--- config.mk ---
export PLATFORM = sky130hd
export DESIGN_NAME = nmiss_top
export DESIGN_NICKNAME = d
export VERILOG_FILES = /design/src/design/nmiss_pkg.sv /design/src/design/nmiss_src_if.sv /design/src/design/nmiss_top.sv /design/src/design/nmiss_sync.sv /design/src/design/nmiss_latch_bank.sv
export SDC_FILE = /design/constraint.sdc
export NUM_CORES = 1
export LEC_CHECK = 0
export BUFFER_PORTS_ARGS = -buffer_cell sky130_fd_sc_hd__buf_2
export CAP_MARGIN = 20
export CORE_ASPECT_RATIO = 0.75
export CORE_MARGIN = 4
export CORE_UTILIZATION = 50
export DETAILED_ROUTE_END_ITERATION = 6
export PLACE_DENSITY = 0.83
export REMOVE_ABC_BUFFERS = 1
export SLEW_MARGIN = 20
export SYNTH_ARGS = -nofsm -noshare
export SYNTH_HDL_FRONTEND = slang
export SYNTH_SLANG_ARGS = --single-unit
--- constraint.sdc ---
create_clock -name sys_clk -period 2.3 [get_ports sys_clk]
set_clock_uncertainty 0.1 [all_clocks]
set_input_delay 0.115 -clock sys_clk [delete_from_list [all_inputs] [get_ports sys_clk]]
set_output_delay 0.115 -clock sys_clk [all_outputs]
set_load 0.02 [all_outputs]
--- src/design/nmiss_pkg.sv ---
// nmiss_pkg: port addresses, bit positions and reset values of the nmi logic
// assumes a 16-bit i/o address and 8-bit data from the host cpu
package nmiss_pkg;
    localparam int NMISS_ADDR_W = 16;
    localparam logic [15:0] NMISS_PORT_STATUS_CONTROL = 16'h0061;
    localparam logic [15:0] NMISS_PORT_GLOBAL_MASK = 16'h0070;
    localparam logic [15:0] NMISS_PORT_EXT_STATUS = 16'h0461;
    localparam logic [15:0] NMISS_PORT_SW_TRIGGER = 16'h0462;
    // status/control port bits
    localparam int NMISS_SC_GATE = 0;
    localparam int NMISS_SC_SPEAKER_DATA = 1;
    localparam int NMISS_SC_PARITY_DIS = 2;
    localparam int NMISS_SC_IOCHK_DIS = 3;
    localparam int NMISS_SC_REFRESH = 4;
    localparam int NMISS_SC_TIMER_OUT = 5;
    localparam int NMISS_SC_IOCHK_ST = 6;
    localparam int NMISS_SC_PARITY_ST = 7;
    // extended port bits
    localparam int NMISS_EX_BUS_RESET = 0;
    localparam int NMISS_EX_SW_EN = 1;
    localparam int NMISS_EX_FS_EN = 2;
    localparam int NMISS_EX_BT_EN = 3;
    localparam int NMISS_EX_SHORT_TO = 4;
    localparam int NMISS_EX_SW_ST = 5;
    localparam int NMISS_EX_BT_ST = 6;
    localparam int NMISS_EX_FS_ST = 7;
    // mask port
    localparam int NMISS_MASK_BIT = 7;
    localparam int NMISS_RTC_PTR_W = 6;
    localparam logic [7:0] NMISS_SC_RESET = 8'h00;
    localparam logic [7:0] NMISS_EX_RESET = 8'h00;
    localparam logic NMISS_MASK_RESET = 1'b0;
    localparam logic [5:0] NMISS_RTC_PTR_RESET = 6'h00;
    localparam int NMISS_BUS_RESET_MIN_CYC = 8;
endpackage

--- src/design/nmiss_src_if.sv ---
// nmiss_src_if: synchronised nmi source events between the top and the latch bank
// assumes all signals are on sys_clk
`timescale 1ns/10ps
interface nmiss_src_if;
    logic parity_evt;
    logic iochk_evt;
    logic failsafe_evt;
    logic bus_to_evt;
    logic bus_to_short;
    logic sw_evt;
    logic [7:0] sc_ctl;
    logic [7:0] ex_ctl;
    logic parity_st;
    logic iochk_st;
    logic failsafe_st;
    logic bus_to_st;
    logic sw_st;
    logic short_to;
    modport top (output parity_evt, iochk_evt, failsafe_evt, bus_to_evt, bus_to_short, sw_evt,
        sc_ctl, ex_ctl, input parity_st, iochk_st, failsafe_st, bus_to_st, sw_st, short_to);
    modport bank (input parity_evt, iochk_evt, failsafe_evt, bus_to_evt, bus_to_short, sw_evt,
        sc_ctl, ex_ctl, output parity_st, iochk_st, failsafe_st, bus_to_st, sw_st, short_to);
endinterface

--- src/design/nmiss_top.sv ---
// nmiss_top: nmi source, status and mask ports of the peripheral controller
// assumes a host i/o cycle is one sys_clk pulse of io_wr_stb or io_rd_stb with
// a stable address; timer outputs, refresh strobe and pins are asynchronous
`timescale 1ns/10ps
module nmiss_top
    import nmiss_pkg::*;
(
    input wire logic sys_clk,
    input wire logic sys_rst,
    input wire logic [nmiss_pkg::NMISS_ADDR_W-1:0] io_addr,
    input wire logic [7:0] io_wdata,
    input wire logic io_wr_stb,
    input wire logic io_rd_stb,
    output logic [7:0] io_rdata,
    output logic io_rdata_valid,
    input wire logic parity_err_n,
    input wire logic iochk_n,
    input wire logic failsafe_out,
    input wire logic speaker_timer_out,
    input wire logic refresh_cycle,
    input wire logic bus_to_long,
    input wire logic bus_to_short,
    output logic speaker_gate,
    output logic speaker_out,
    output logic nmi_out,
    output logic bus_reset_drv,
    output logic [5:0] rtc_addr_ptr
);
    import nmiss_pkg::*;
    nmiss_src_if src ();
    logic [6:0] pins_sync;
    logic parity_lvl, iochk_lvl, fs_lvl, tmr_lvl, refresh_toggle_lvl, bt_long_lvl, bt_short_lvl;
    nmiss_sync #(.WIDTH(7)) u_sync (
        .sys_clk(sys_clk),
        .sys_rst(sys_rst),
        .async_in({bus_to_short, bus_to_long, refresh_cycle, speaker_timer_out, failsafe_out,
            ~iochk_n, ~parity_err_n}),
        .sync_out(pins_sync)
    );
    assign {bt_short_lvl, bt_long_lvl, refresh_toggle_lvl, tmr_lvl, fs_lvl, iochk_lvl, parity_lvl} = pins_sync;

    typedef enum logic [1:0] {
        NMISS_RD_IDLE = 2'b01,
        NMISS_RD_DATA = 2'b10
    } nmiss_rd_e;
    nmiss_rd_e rd_state_reg, rd_state_next;

    logic [1:0] sc_ctl_reg, sc_ctl_next;       // gate, speaker data
    logic [1:0] sc_dis_reg, sc_dis_next;       // parity / io check disables
    logic [3:0] ex_ctl_reg, ex_ctl_next;       // bus reset, sw/fs/bt enables
    logic mask_reg, mask_next;
    logic [5:0] ptr_reg, ptr_next;
    logic refresh_toggle_reg, refresh_toggle_next;
    logic refresh_toggle_d_reg, fs_d_reg, bt_d_reg;
    logic refresh_toggle_d_next, fs_d_next, bt_d_next;
    logic [7:0] rdata_reg, rdata_next;
    logic nmi_reg, nmi_next;
    logic [7:0] sc_view, ex_view;
    logic any_pending;
    logic bt_lvl;

    function automatic logic port_hit(input logic [15:0] a, input logic [15:0] port);
        port_hit = (a == port);
    endfunction

    assign bt_lvl = bt_long_lvl | bt_short_lvl;
    // source events: fail-safe, timeout and trigger pulses; parity and io check pass as levels
    assign src.parity_evt = parity_lvl;
    assign src.iochk_evt = iochk_lvl;
    assign src.failsafe_evt = fs_lvl & ~fs_d_reg;
    assign src.bus_to_evt = bt_lvl & ~bt_d_reg;
    assign src.bus_to_short = bt_short_lvl;
    // any data byte counts as a trigger
    assign src.sw_evt = io_wr_stb && port_hit(io_addr, NMISS_PORT_SW_TRIGGER);
    assign src.sc_ctl = {4'h0, sc_dis_reg, sc_ctl_reg};
    assign src.ex_ctl = {4'h0, ex_ctl_reg};

    nmiss_latch_bank u_bank (
        .sys_clk(sys_clk),
        .sys_rst(sys_rst),
        .src(src.bank)
    );

    always_comb begin
        sc_view = {src.parity_st, src.iochk_st, tmr_lvl, refresh_toggle_reg, sc_dis_reg[1], sc_dis_reg[0],
            sc_ctl_reg[1], sc_ctl_reg[0]};
        ex_view = {src.failsafe_st, src.bus_to_st, src.sw_st, src.bus_to_st & src.short_to,
            ex_ctl_reg};
        any_pending = src.parity_st | src.iochk_st | src.failsafe_st | src.bus_to_st | src.sw_st;
    end

    always_comb begin
        sc_ctl_next = sc_ctl_reg;
        sc_dis_next = sc_dis_reg;
        ex_ctl_next = ex_ctl_reg;
        mask_next = mask_reg;
        ptr_next = ptr_reg;
        refresh_toggle_next = refresh_toggle_reg ^ (refresh_toggle_lvl & ~refresh_toggle_d_reg);
        if (io_wr_stb) begin
            // read-only status bits are ignored on write
            if (port_hit(io_addr, NMISS_PORT_STATUS_CONTROL)) begin
                sc_ctl_next = io_wdata[1:0];
                sc_dis_next = io_wdata[3:2];
            end
            if (port_hit(io_addr, NMISS_PORT_EXT_STATUS)) begin
                ex_ctl_next = io_wdata[3:0];
            end
            if (port_hit(io_addr, NMISS_PORT_GLOBAL_MASK)) begin
                mask_next = io_wdata[NMISS_MASK_BIT];
                ptr_next = io_wdata[NMISS_RTC_PTR_W-1:0];
            end
        end
        // clean low while masked so unmasking gives a new rising edge
        nmi_next = any_pending & ~mask_reg;
    end

    always_ff @(posedge sys_clk or posedge sys_rst) begin
        if (sys_rst) begin
            sc_ctl_reg <= NMISS_SC_RESET[1:0];
            sc_dis_reg <= NMISS_SC_RESET[3:2];
            ex_ctl_reg <= NMISS_EX_RESET[3:0];
            mask_reg <= NMISS_MASK_RESET;
            ptr_reg <= NMISS_RTC_PTR_RESET;
            refresh_toggle_reg <= 1'b0;
            nmi_reg <= 1'b0;
        end else begin
            sc_ctl_reg <= sc_ctl_next;
            sc_dis_reg <= sc_dis_next;
            ex_ctl_reg <= ex_ctl_next;
            mask_reg <= mask_next;
            ptr_reg <= ptr_next;
            refresh_toggle_reg <= refresh_toggle_next;
            nmi_reg <= nmi_next;
        end
    end

    // pin history for the edge detectors; resets to the idle pin level so no false edge
    always_comb begin
        refresh_toggle_d_next = refresh_toggle_lvl;
        fs_d_next = fs_lvl;
        bt_d_next = bt_lvl;
    end

    always_ff @(posedge sys_clk or posedge sys_rst) begin
        if (sys_rst) begin
            refresh_toggle_d_reg <= 1'b0;
            fs_d_reg <= 1'b0;
            bt_d_reg <= 1'b0;
        end else begin
            refresh_toggle_d_reg <= refresh_toggle_d_next;
            fs_d_reg <= fs_d_next;
            bt_d_reg <= bt_d_next;
        end
    end

    // read data captured at the strobe so it stands until the next read
    always_comb begin
        rdata_next = rdata_reg;
        rd_state_next = NMISS_RD_IDLE;
        if (io_rd_stb) begin
            rd_state_next = NMISS_RD_DATA;
            if (port_hit(io_addr, NMISS_PORT_STATUS_CONTROL)) rdata_next = sc_view;
            else if (port_hit(io_addr, NMISS_PORT_EXT_STATUS)) rdata_next = ex_view;
            else rdata_next = 8'h00;
        end
    end

    always_ff @(posedge sys_clk or posedge sys_rst) begin
        if (sys_rst) begin
            rdata_reg <= 8'h00;
            rd_state_reg <= NMISS_RD_IDLE;
        end else begin
            rdata_reg <= rdata_next;
            rd_state_reg <= rd_state_next;
        end
    end

    always_comb begin
        case (rd_state_reg)
            NMISS_RD_IDLE: io_rdata_valid = 1'b0;
            NMISS_RD_DATA: io_rdata_valid = 1'b1;
            default: io_rdata_valid = 1'b0;
        endcase
    end

    assign io_rdata = rdata_reg;
    assign speaker_gate = sc_ctl_reg[NMISS_SC_GATE];
    assign speaker_out = sc_ctl_reg[NMISS_SC_SPEAKER_DATA] & tmr_lvl;
    assign nmi_out = nmi_reg;
    // the software bit is held by the host for the bus settle time
    assign bus_reset_drv = ex_ctl_reg[NMISS_EX_BUS_RESET] | src.bus_to_st;
    assign rtc_addr_ptr = ptr_reg;

    a_speaker_and: assert property (@(posedge sys_clk) disable iff (sys_rst)
        speaker_out == (sc_ctl_reg[1] & tmr_lvl))
        else $error("speaker output is not data and timer");
    a_speaker_data: assert property (@(posedge sys_clk) disable iff (sys_rst)
        io_wr_stb && port_hit(io_addr, NMISS_PORT_STATUS_CONTROL)
        |=> sc_ctl_reg[NMISS_SC_SPEAKER_DATA] == $past(io_wdata[NMISS_SC_SPEAKER_DATA]))
        else $error("speaker data bit not applied");
    a_mask_blocks: assert property (@(posedge sys_clk) disable iff (sys_rst)
        mask_reg |=> !nmi_out)
        else $error("nmi asserted while masked");
    a_mask_write: assert property (@(posedge sys_clk) disable iff (sys_rst)
        io_wr_stb && port_hit(io_addr, NMISS_PORT_GLOBAL_MASK) |=> mask_reg == $past(io_wdata[NMISS_MASK_BIT]))
        else $error("mask bit not written");
    a_nmi_follow: assert property (@(posedge sys_clk) disable iff (sys_rst)
        any_pending && !mask_reg |=> nmi_out)
        else $error("pending source gave no nmi");
    a_unmask_edge: assert property (@(posedge sys_clk) disable iff (sys_rst)
        mask_reg && !mask_next && any_pending ##1 any_pending |=> $rose(nmi_out))
        else $error("unmask gave no fresh edge");
    a_bus_reset: assert property (@(posedge sys_clk) disable iff (sys_rst)
        io_wr_stb && port_hit(io_addr, NMISS_PORT_EXT_STATUS) && io_wdata[NMISS_EX_BUS_RESET] |=> bus_reset_drv)
        else $error("bus reset not driven");
    a_bt_reset: assert property (@(posedge sys_clk) disable iff (sys_rst)
        $fell(src.bus_to_st) && !ex_ctl_reg[0] |-> !bus_reset_drv)
        else $error("bus reset held after timeout cleared");
    a_refresh_tgl: assert property (@(posedge sys_clk) disable iff (sys_rst)
        refresh_toggle_lvl && !refresh_toggle_d_reg |=> refresh_toggle_reg != $past(refresh_toggle_reg))
        else $error("refresh bit did not toggle");
    a_refresh_read: assert property (@(posedge sys_clk) disable iff (sys_rst)
        io_rd_stb && port_hit(io_addr, NMISS_PORT_STATUS_CONTROL) |=> io_rdata[NMISS_SC_REFRESH] == $past(refresh_toggle_reg))
        else $error("refresh bit read wrong");
    a_timer_read: assert property (@(posedge sys_clk) disable iff (sys_rst)
        io_rd_stb && port_hit(io_addr, NMISS_PORT_STATUS_CONTROL) |=> io_rdata[NMISS_SC_TIMER_OUT] == $past(tmr_lvl))
        else $error("timer bit read wrong");
    a_sw_trigger: assert property (@(posedge sys_clk) disable iff (sys_rst)
        src.sw_evt && ex_ctl_reg[1] && !mask_reg |=> ##1 nmi_out)
        else $error("trigger write gave no nmi");
    a_gate_out: assert property (@(posedge sys_clk) disable iff (sys_rst)
        io_wr_stb && port_hit(io_addr, NMISS_PORT_STATUS_CONTROL) |=> speaker_gate == $past(io_wdata[0]))
        else $error("gate bit not applied");
    a_parity_clear: assert property (@(posedge sys_clk) disable iff (sys_rst)
        sc_dis_reg[0] |=> !src.parity_st)
        else $error("parity flag not cleared by disable");
    a_parity_flag: assert property (@(posedge sys_clk) disable iff (sys_rst)
        src.parity_evt && !sc_dis_reg[0] |=> src.parity_st)
        else $error("parity error not latched");
    a_iochk_flag: assert property (@(posedge sys_clk) disable iff (sys_rst)
        src.iochk_evt && !sc_dis_reg[1] |=> src.iochk_st)
        else $error("io check not latched");
    a_ext_write: assert property (@(posedge sys_clk) disable iff (sys_rst)
        io_wr_stb && port_hit(io_addr, NMISS_PORT_EXT_STATUS) |=> ex_ctl_reg == $past(io_wdata[3:0]))
        else $error("extended control bits not written");
    a_sw_disable: assert property (@(posedge sys_clk) disable iff (sys_rst)
        !ex_ctl_reg[NMISS_EX_SW_EN] |=> !src.sw_st)
        else $error("software flag set while port disabled");
    a_fs_disable: assert property (@(posedge sys_clk) disable iff (sys_rst)
        !ex_ctl_reg[NMISS_EX_FS_EN] |=> !src.failsafe_st)
        else $error("fail-safe flag set while disabled");
    a_bt_disable: assert property (@(posedge sys_clk) disable iff (sys_rst)
        !ex_ctl_reg[NMISS_EX_BT_EN] |=> !src.bus_to_st)
        else $error("timeout flag set while disabled");
    a_bt_flag: assert property (@(posedge sys_clk) disable iff (sys_rst)
        src.bus_to_evt && ex_ctl_reg[NMISS_EX_BT_EN] |=> src.bus_to_st)
        else $error("bus timeout not latched");
    a_fs_flag: assert property (@(posedge sys_clk) disable iff (sys_rst)
        src.failsafe_evt && ex_ctl_reg[NMISS_EX_FS_EN] |=> src.failsafe_st)
        else $error("fail-safe expiry not latched");
    a_fs_held: assert property (@(posedge sys_clk) disable iff (sys_rst)
        !src.failsafe_st && fs_lvl && fs_d_reg |=> !src.failsafe_st)
        else $error("held fail-safe level set the flag again");
    a_short_read: assert property (@(posedge sys_clk) disable iff (sys_rst)
        io_rd_stb && port_hit(io_addr, NMISS_PORT_EXT_STATUS) && !src.bus_to_st
        |=> !io_rdata[NMISS_EX_SHORT_TO])
        else $error("short timeout bit read without timeout");
    a_ptr_write: assert property (@(posedge sys_clk) disable iff (sys_rst)
        io_wr_stb && port_hit(io_addr, NMISS_PORT_GLOBAL_MASK)
        |=> rtc_addr_ptr == $past(io_wdata[NMISS_RTC_PTR_W-1:0]))
        else $error("clock pointer not written");
    a_ptr_hold: assert property (@(posedge sys_clk) disable iff (sys_rst)
        !(io_wr_stb && port_hit(io_addr, NMISS_PORT_GLOBAL_MASK)) |=> $stable(rtc_addr_ptr))
        else $error("clock pointer changed without a write");
    a_valid_pulse: assert property (@(posedge sys_clk) disable iff (sys_rst)
        io_rd_stb |=> io_rdata_valid)
        else $error("read gave no valid pulse");
    a_valid_idle: assert property (@(posedge sys_clk) disable iff (sys_rst)
        !io_rd_stb |=> !io_rdata_valid)
        else $error("valid pulse without a read");
    a_unmapped_zero: assert property (@(posedge sys_clk) disable iff (sys_rst)
        io_rd_stb && !port_hit(io_addr, NMISS_PORT_STATUS_CONTROL) && !port_hit(io_addr, NMISS_PORT_EXT_STATUS)
        |=> io_rdata == 8'h00)
        else $error("write-only or unmapped port read nonzero");
endmodule

--- src/design/nmiss_sync.sv ---
// nmiss_sync: two-flop synchroniser for a bundle of pin levels
// assumes inputs are asynchronous to sys_clk
`timescale 1ns/10ps
module nmiss_sync #(
    parameter int WIDTH = 4
) (
    input wire logic sys_clk,
    input wire logic sys_rst,
    input wire logic [WIDTH-1:0] async_in,
    output logic [WIDTH-1:0] sync_out
);
    logic [WIDTH-1:0] meta_reg;
    logic [WIDTH-1:0] sync_reg;
    initial begin
        if (WIDTH < 1) $error("nmiss_sync width must be positive");
    end
    always_ff @(posedge sys_clk or posedge sys_rst) begin
        if (sys_rst) begin
            meta_reg <= '0;
            sync_reg <= '0;
        end else begin
            meta_reg <= async_in;
            sync_reg <= meta_reg;
        end
    end
    assign sync_out = sync_reg;
endmodule

--- src/design/nmiss_latch_bank.sv ---
// nmiss_latch_bank: sticky status bits for the five nmi sources
// assumes single-cycle fail-safe, timeout and trigger pulses, parity and io check levels, and control bytes from the register file
`timescale 1ns/10ps
module nmiss_latch_bank
    import nmiss_pkg::*;
(
    input wire logic sys_clk,
    input wire logic sys_rst,
    nmiss_src_if.bank src
);
    logic parity_st_reg, parity_st_next;
    logic iochk_st_reg, iochk_st_next;
    logic fs_st_reg, fs_st_next;
    logic bt_st_reg, bt_st_next;
    logic sw_st_reg, sw_st_next;
    logic short_reg, short_next;
    always_comb begin
        parity_st_next = parity_st_reg;
        iochk_st_next = iochk_st_reg;
        fs_st_next = fs_st_reg;
        bt_st_next = bt_st_reg;
        sw_st_next = sw_st_reg;
        short_next = short_reg;
        // disable-high controls hold the flag clear; enable-high controls hold it clear when low
        if (src.sc_ctl[NMISS_SC_PARITY_DIS]) parity_st_next = 1'b0;
        else if (src.parity_evt) parity_st_next = 1'b1;
        if (src.sc_ctl[NMISS_SC_IOCHK_DIS]) iochk_st_next = 1'b0;
        else if (src.iochk_evt) iochk_st_next = 1'b1;
        if (!src.ex_ctl[NMISS_EX_FS_EN]) fs_st_next = 1'b0;
        else if (src.failsafe_evt) fs_st_next = 1'b1;
        if (!src.ex_ctl[NMISS_EX_BT_EN]) begin
            bt_st_next = 1'b0;
            short_next = 1'b0;
        end else if (src.bus_to_evt) begin
            bt_st_next = 1'b1;
            short_next = src.bus_to_short;
        end
        if (!src.ex_ctl[NMISS_EX_SW_EN]) sw_st_next = 1'b0;
        else if (src.sw_evt) sw_st_next = 1'b1;
    end
    always_ff @(posedge sys_clk or posedge sys_rst) begin
        if (sys_rst) begin
            parity_st_reg <= 1'b0;
            iochk_st_reg <= 1'b0;
            fs_st_reg <= 1'b0;
            bt_st_reg <= 1'b0;
            sw_st_reg <= 1'b0;
            short_reg <= 1'b0;
        end else begin
            parity_st_reg <= parity_st_next;
            iochk_st_reg <= iochk_st_next;
            fs_st_reg <= fs_st_next;
            bt_st_reg <= bt_st_next;
            sw_st_reg <= sw_st_next;
            short_reg <= short_next;
        end
    end
    assign src.parity_st = parity_st_reg;
    assign src.iochk_st = iochk_st_reg;
    assign src.failsafe_st = fs_st_reg;
    assign src.bus_to_st = bt_st_reg;
    assign src.sw_st = sw_st_reg;
    assign src.short_to = short_reg;

    a_parity_set: assert property (@(posedge sys_clk) disable iff (sys_rst)
        src.parity_evt && !src.sc_ctl[NMISS_SC_PARITY_DIS] |=> parity_st_reg)
        else $error("parity event not latched");
    a_iochk_clear: assert property (@(posedge sys_clk) disable iff (sys_rst)
        src.sc_ctl[NMISS_SC_IOCHK_DIS] |=> !iochk_st_reg)
        else $error("io check flag not cleared by disable");
    a_sw_hold: assert property (@(posedge sys_clk) disable iff (sys_rst)
        sw_st_reg && src.ex_ctl[NMISS_EX_SW_EN] |=> sw_st_reg)
        else $error("software flag dropped while enabled");
    a_short_type: assert property (@(posedge sys_clk) disable iff (sys_rst)
        src.bus_to_evt && src.ex_ctl[NMISS_EX_BT_EN] |=> short_reg == $past(src.bus_to_short))
        else $error("timeout type wrong");
endmodule

==> results of run 1 <==
Yosys cell counts, drive strengths merged (2+ instances only):
cell    count  area (um^2)
nor4        3        25.02
inv         6        22.52
a221o       7        70.07
nand2b      3        18.77
dfrtp      49         1226
o21a        3        22.52
nor2b      11        68.82
nand4b      4        35.03
or2         2        12.51
clkbuf      2        7.510
mux2       15        183.9
nor2        7        26.28
routing by layer:
metal	track usage	share of wire
met3	0.05193	0.061
met1	0.2267	0.44
met2	0.3195	0.50
met4	0.05237	0.0075
met5	0	0
final cells by class:
class / count / area [um^2]
inverter: 6 / 22.52
fill: 237 / 988.4
timing repair buffer: 71 / 442.9
tap: 50 / 62.56
sequential: 50 / 1252
clock buffer: 7 / 86.33
clock inverter: 1 / 5.005
multi-input combinational: 68 / 563.0
critical path, delay by kind of cell:
| kind | cells | cell delay [ps] |
|---|---|---|
| simple gates | 3 | 1010 |
| buf+inv | 2 | 740 |
| compound gates | 1 | 250 |
worst paths after layout:
check | from | end | slack [ps] | depth (start not counted)
worst max-delay path | io_rd_stb | io_rdata[5] | 320 | 6
worst min-delay path | io_addr[4] | u_bank.src.sw_st | 140 | 3
worst max register to register | u_sync.sync_out[6] | u_bank.src.bus_to_st | 1120 | 3
worst min register to register | u_sync.meta_reg[0] | u_sync.sync_out[0] | 250 | 0
max in group asynchronous | sys_rst | rd_state_reg[0] | 1520 | 4
min in group asynchronous | sys_rst | rtc_addr_ptr[0] | 300 | 4
cell families after synthesis:
| logic type | Yosys count | synth area share |
|---|---|---|
| and+or+nand+nor | 37 | 0.1322 |
| muxes | 15 | 0.09966 |
| xor gates and xnor gates | 1 | 0.004747 |
| buffers and inverters | 8 | 0.01627 |
| DFF | 50 | 0.6786 |
| AOI/OAI and AO/OA | 15 | 0.06847 |
stage by stage:
stage	cells	cell area (um^2)
global route	253	2435
floorplan	124	1838
detailed placement	229	2183
global placement	229	2183
CTS	253	2435
finish	253	2435
power breakdown:
group	switching, mW	leakage [nW]	internal (mW)
clock	0.262	0.0482	0.243
sequential	0.0121	0.634	0.905
combinational	0.0442	0.558	0.0536
total	0.318	1.24	1.20
==> metrics.sh, run 1 <==
DRCVIOLATIONCOUNT=0
FINAL-MAX-SLEW-VIOLATION-COUNT=0
FMAXACHIEVABLE_GHz=0.5044
CRIT_PATH_CELL_TRACE='dlygate4sd3_1 > buf_2 > nand4b_1 > or3_1 > nor2b_1 > a221o_1'
DRT-TOTAL-WL_MM=3.889
ANTENNA_FOUND_INITIAL=0
NUMBER_OF_VIOLATIONS_OF_THE_MAX_CAPACITANCE_LIMIT=0
SYNTH.LIB_CELLS_USED.DISTINCT=28
WIRE_PER_INST_UM=15.37
CTS_HTREE_LEVELS=2
TOTAL_POWER_mW=1.519
REQUIRED_PS=2430
RSZ0062_AT_GRT='false'
RELSLEWSLACK=0.5768
ANTENNADIODECOUNT=0
YS_SEQ_AREA_FRAC=0.6786
LARGEST_REG_FLOPS=8
TIMING.SETUP.TNS_PS=0
DIE_HEIGHT_UM=60.62
LAYOUT.CELLS.MOST_COMMON_LIST='buf_2 (52), dfrtp_1 (49), dlygate4sd3_1 (16), nor2b_1 (11), mux2_2 (11)'
SYNTH-EDFF-COUNT=0
GRT_PASS1_WL_MM=6.465
FINAL_PERIOD_MINUS_WORST_SETUP_SLACK_PS=1982
IR_DROP_mV=0.5175
MAXIMUM_NUMBER_OF_PINS_ON_ONE_NET_BEFORE_GLOBAL_ROUTE_REPAIR=28
CHIPWIDTH_UM=78.15
CORE_REGION_AREA_UM2=3423
MAPPED_AREA_UM2=1846
TIMING.CRITICAL_PATH.FANOUT_MAX=11
POST_DR_VIAS_CELL=4.992
VIA_COUNT_OF_THE_FIRST_GLOBAL_ROUTING_PASS=1365
NUMBER_OF_SYNTHESIZED_REGISTER_BITS=50
OUTCOME='completed'
CTS.HOLD.BUFFERS_ADDED=16
DR.FIRST_ITER.DRC_COUNT=52
UTILIZATION=0.7113
PLACEMENTROWS=18
ANT_NETS=0
PLACEMENT.IO_BUFFERS=52
GP_ROUTABILITY_CONGESTION=0.7778
PERIOD_UTILISATION_LAYOUT=0.8619
WARNING_COUNT_FROM_THE_YOSYS_RUN=0
CP_SLOWEST_STAGE_DELAY_PS=530
CTSRESIZECOUNT=0
CP-START-KIND='input port'
ROUTED-VIA-COUNT=1263
FIN_WS_PS=317.6
SYN-INSTANCE-COUNT=126
CLK_ROOT_BUFFER_CELL='clkbuf_8'
WORSTSETUPPATHTYPE='in2reg'
TOTAL_HALF_PERIMETER_WIRELENGTH_AFTER_LEGALIZATION_AND_DETAILED_PLACEMENT_MM=2.845
DP_SLACK_PS=345.0
TIMING_HOLD_VIOLATIONS_FINAL=0
POWER_DENSITY_nW_PER_UM2=624.0
POWER_LEAKAGE_nW=1.240
AVGSYNTHCELLAREA_UM2=14.65
MIN_PATH_TYPE='in2reg'
FINAL_LAYOUT_SIZE_SUFFIX_GT1_FRAC=0.4089
FINISH.NET_COUNT=237
IOPINCOUNT=54
CLKSINKCOUNT=50
POST_CTS.REPAIR.SETUP_BUFFERS=0
WORSTMARGINPINSLEW_PS=633.5
FIN_HOLD_WS_PS=142.4
SETUP.WORST_PATH.END_CLASS='flip-flop'
CLK_PATH_BUF_DEPTH=2
FINAL_COMMON_CELL='buf_2'
CRITICAL-PATH-SLOWEST-CELL='nor2b_1'
DIEAREA_UM2=4737
GRT_USE_TOTAL=0.1821
INSERTION_DELAY_PS=290
NUMBER_OF_BUFFERS_CREATED_BY_CTS=5
GRT_REMAINING_OVERFLOW=0
FIRST_DRT_PASS_ITERATION_COUNT=4
FLOORPLAN.INITIALDENSITY=0.5391
CTS.CLK_SLEW.WORST_PATHS_PS=80
SYN2LAYOUT_AREA_GROWTH_PCT=31.93
CTS_TREE='built'
WORST_ENDPOINT_DATA_ARRIVAL_TIME_PS=2110
ASYNC_RESET_FF_FRAC=1.000
SETUP_VIOL=0
YOSYS_MOST_USED_DFF='dfrtp_1'
Power figures use the tool's default switching activity.
==> run 2, diff against run 1 <==
--- a/config.mk
+++ b/config.mk
@@ -8,7 +8,7 @@
 export BUFFER_PORTS_ARGS = -buffer_cell sky130_fd_sc_hd__buf_2
 export CAP_MARGIN = 20
 export CORE_ASPECT_RATIO = 0.75
-export CORE_MARGIN = 4
+export CORE_MARGIN = 8
 export CORE_UTILIZATION = 50
 export DETAILED_ROUTE_END_ITERATION = 6
 export PLACE_DENSITY = 0.83
==> metrics.sh, run 2 (synthesis results as in run 1) <==
OUTCOME='completed'
FINISH.NET_COUNT=235  # -0.84%
IOPINCOUNT=54  # unchanged
REQUIRED_PS=2440  # about the same
ANT_NETS=0  # unchanged
WIRE_PER_INST_UM=16.23  # +5.6%
POST_DR_VIAS_CELL=5.217  # +4.5%
IR_DROP_mV=0.4382  # -15%
CP-START-KIND='input port'
FINAL-MAX-SLEW-VIOLATION-COUNT=0  # unchanged
DR.FIRST_ITER.DRC_COUNT=83  # +60%
MIN_PATH_TYPE='in2reg'
RELSLEWSLACK=0.5503  # -0.02647
GP_ROUTABILITY_CONGESTION=0.7716  # -0.80%
CLKSINKCOUNT=50  # unchanged
WORSTSETUPPATHTYPE='in2reg'
CRIT_PATH_CELL_TRACE='dlygate4sd3_1 > buf_2 > nand4b_1 > or3_1 > nor2b_1 > a221o_1'
GRT_USE_TOTAL=0.1474  # -0.03478
FINAL_PERIOD_MINUS_WORST_SETUP_SLACK_PS=2021  # +38.40 ps
MAXIMUM_NUMBER_OF_PINS_ON_ONE_NET_BEFORE_GLOBAL_ROUTE_REPAIR=51  # +82%
WORST_ENDPOINT_DATA_ARRIVAL_TIME_PS=2160  # +50 ps
POWER_LEAKAGE_nW=1.229  # -0.91%
POST_CTS.REPAIR.SETUP_BUFFERS=0  # unchanged
FINAL_LAYOUT_SIZE_SUFFIX_GT1_FRAC=0.4080  # -0.0009068
SETUP_VIOL=0  # unchanged
AREA_OF_COMBINATIONAL_CELLS_WITH_MULTIPLE_INPUTS_UM2=563.0  # unchanged
SYN2LAYOUT_AREA_GROWTH_PCT=31.46
FLOORPLAN.INITIALDENSITY=0.5141  # -0.02499
INSERTION_DELAY_PS=300  # about the same
CTS.HOLD.BUFFERS_ADDED=16  # unchanged
FIN_CELLS=253  # unchanged
VIA_COUNT_OF_THE_FIRST_GLOBAL_ROUTING_PASS=1401  # +2.6%
POWER_DENSITY_nW_PER_UM2=629.1  # +0.81%
DRT-TOTAL-WL_MM=4.105  # +5.6%
PERIOD_UTILISATION_LAYOUT=0.8786  # +0.01670
CTS_TREE='built'
TIMING_HOLD_VIOLATIONS_FINAL=0  # unchanged
FIRST_DRT_PASS_ITERATION_COUNT=4  # unchanged
CTSRESIZECOUNT=0  # unchanged
ANTENNADIODECOUNT=0  # unchanged
LARGEST_REG_FLOPS=8  # unchanged
FILL_CELLS=256  # +8.0%
FIN_WS_PS=279.2  # -38.40 ps
CLK_ROOT_BUFFER_CELL='clkbuf_8'
CHIPWIDTH_UM=86.15  # +10%
DP_SLACK_PS=201.0  # -144.0 ps
NUMBER_OF_BUFFERS_CREATED_BY_CTS=5  # unchanged
TIMING.SETUP.TNS_PS=0  # unchanged
WORSTMARGINPINSLEW_PS=669.0  # +35.44 ps
NUMBER_OF_VIOLATIONS_OF_THE_MAX_CAPACITANCE_LIMIT=0  # unchanged
DRCVIOLATIONCOUNT=0  # unchanged
CRITICAL-PATH-SLOWEST-CELL='dlygate4sd3_1'
LAYOUT.CELLS.MOST_COMMON_LIST='buf_2 (52), dfrtp_1 (49), dlygate4sd3_1 (16), nor2b_1 (11), mux2_2 (11)'
NUMPLACEDINSTANCES=229  # unchanged
TOTAL_HALF_PERIMETER_WIRELENGTH_AFTER_LEGALIZATION_AND_DETAILED_PLACEMENT_MM=2.911  # +2.3%
DIE_HEIGHT_UM=68.62  # +13%
ROUTED-VIA-COUNT=1320  # +4.5%
PLACEMENTROWS=19  # +1
CORE_REGION_AREA_UM2=3590  # +4.9%
RSZ0062_AT_GRT='false'
CTS_HTREE_LEVELS=2  # unchanged
PLACEMENT.IO_BUFFERS=52  # unchanged
TIMING.CRITICAL_PATH.FANOUT_MAX=11  # unchanged
CTS.CLK_SLEW.WORST_PATHS_PS=90  # about the same
RRSETUPSLACK_PS=1130  # about the same
FMAXACHIEVABLE_GHz=0.4949  # -1.9%
FINAL_COMMON_CELL='buf_2'
GRT_PASS1_WL_MM=6.651  # +2.9%
ANTENNA_FOUND_INITIAL=0  # unchanged
SETUP.WORST_PATH.END_CLASS='flip-flop'
CLK_PATH_BUF_DEPTH=2  # unchanged
DIEAREA_UM2=5911  # +25%
GRT_REMAINING_OVERFLOW=0  # unchanged
SEQCELLAREA_UM2=1252  # unchanged
UTILIZATION=0.6758  # -0.03541
CP_SLOWEST_STAGE_DELAY_PS=530  # about the same
-- run 2: cell count changes in the layout (fill, tap and decap cells not counted), sizes merged --
| cell | delta |
|---|---|
| clkbuf | -1 |
| buf | -2 |
| clkinvlp | +1 |
-- run 2: power breakdown --
group          internal [mW]  total [mW]  switching (mW)  leakage, nW
sequential             0.905       0.917          0.0119        0.634
combinational         0.0525      0.0959          0.0435        0.548
clock                  0.242       0.513           0.272       0.0472
-- run 2: cell type report --
class | instances | area share
Timing Repair Buffer | 69 | 0.1764
Multi-Input combinational cell | 68 | 0.2321
Tap cell | 52 | 0.02682
Inverter | 6 | 0.009283
Clock inverter | 2 | 0.005157
Sequential cell | 50 | 0.5162
Clock buffer | 6 | 0.03404
-- run 2: worst paths after layout --
check / to / start / cells after the start
max in group asynchronous: sc_dis_reg[0] / sys_rst / 4
hold reg to reg: u_sync.sync_out[0] / u_sync.meta_reg[0] / 0
setup reg to reg: u_bank.src.bus_to_st / u_sync.sync_out[6] / 3
min in group asynchronous: sc_ctl_reg[0] / sys_rst / 4
hold / removal: u_bank.src.sw_st / io_addr[4] / 3
setup / recovery: io_rdata[2] / io_rd_stb / 6
-- run 2: routing by layer --
layer	vias up	routed length, um	global-route usage
met5	-	0	0
met1	661	1707	0.1571
li1	594	-	-
met4	0	82	0.07174
met2	55	1961	0.2622
met3	10	353	0.05207
-- run 2: worst max-delay path, delay by kind of cell --
kind / cells / cell delay, ps
AOI/OAI and AO/OA: 1 / 260
and+or+nand+nor: 3 / 1020
buffers and inverters: 2 / 770
-- run 2: per-stage QoR --
step	hold slack, ps	area, um^2	power [mW]
2_1_floorplan	41.19	1838	0.9639
3_3_place_gp	122.8	2171	1.005
3_5_place_dp	124.4	2171	1.010
4_1_cts	106.4	2426	1.538
5_1_grt	113.7	2426	1.583
6_report	108.6	2426	1.526
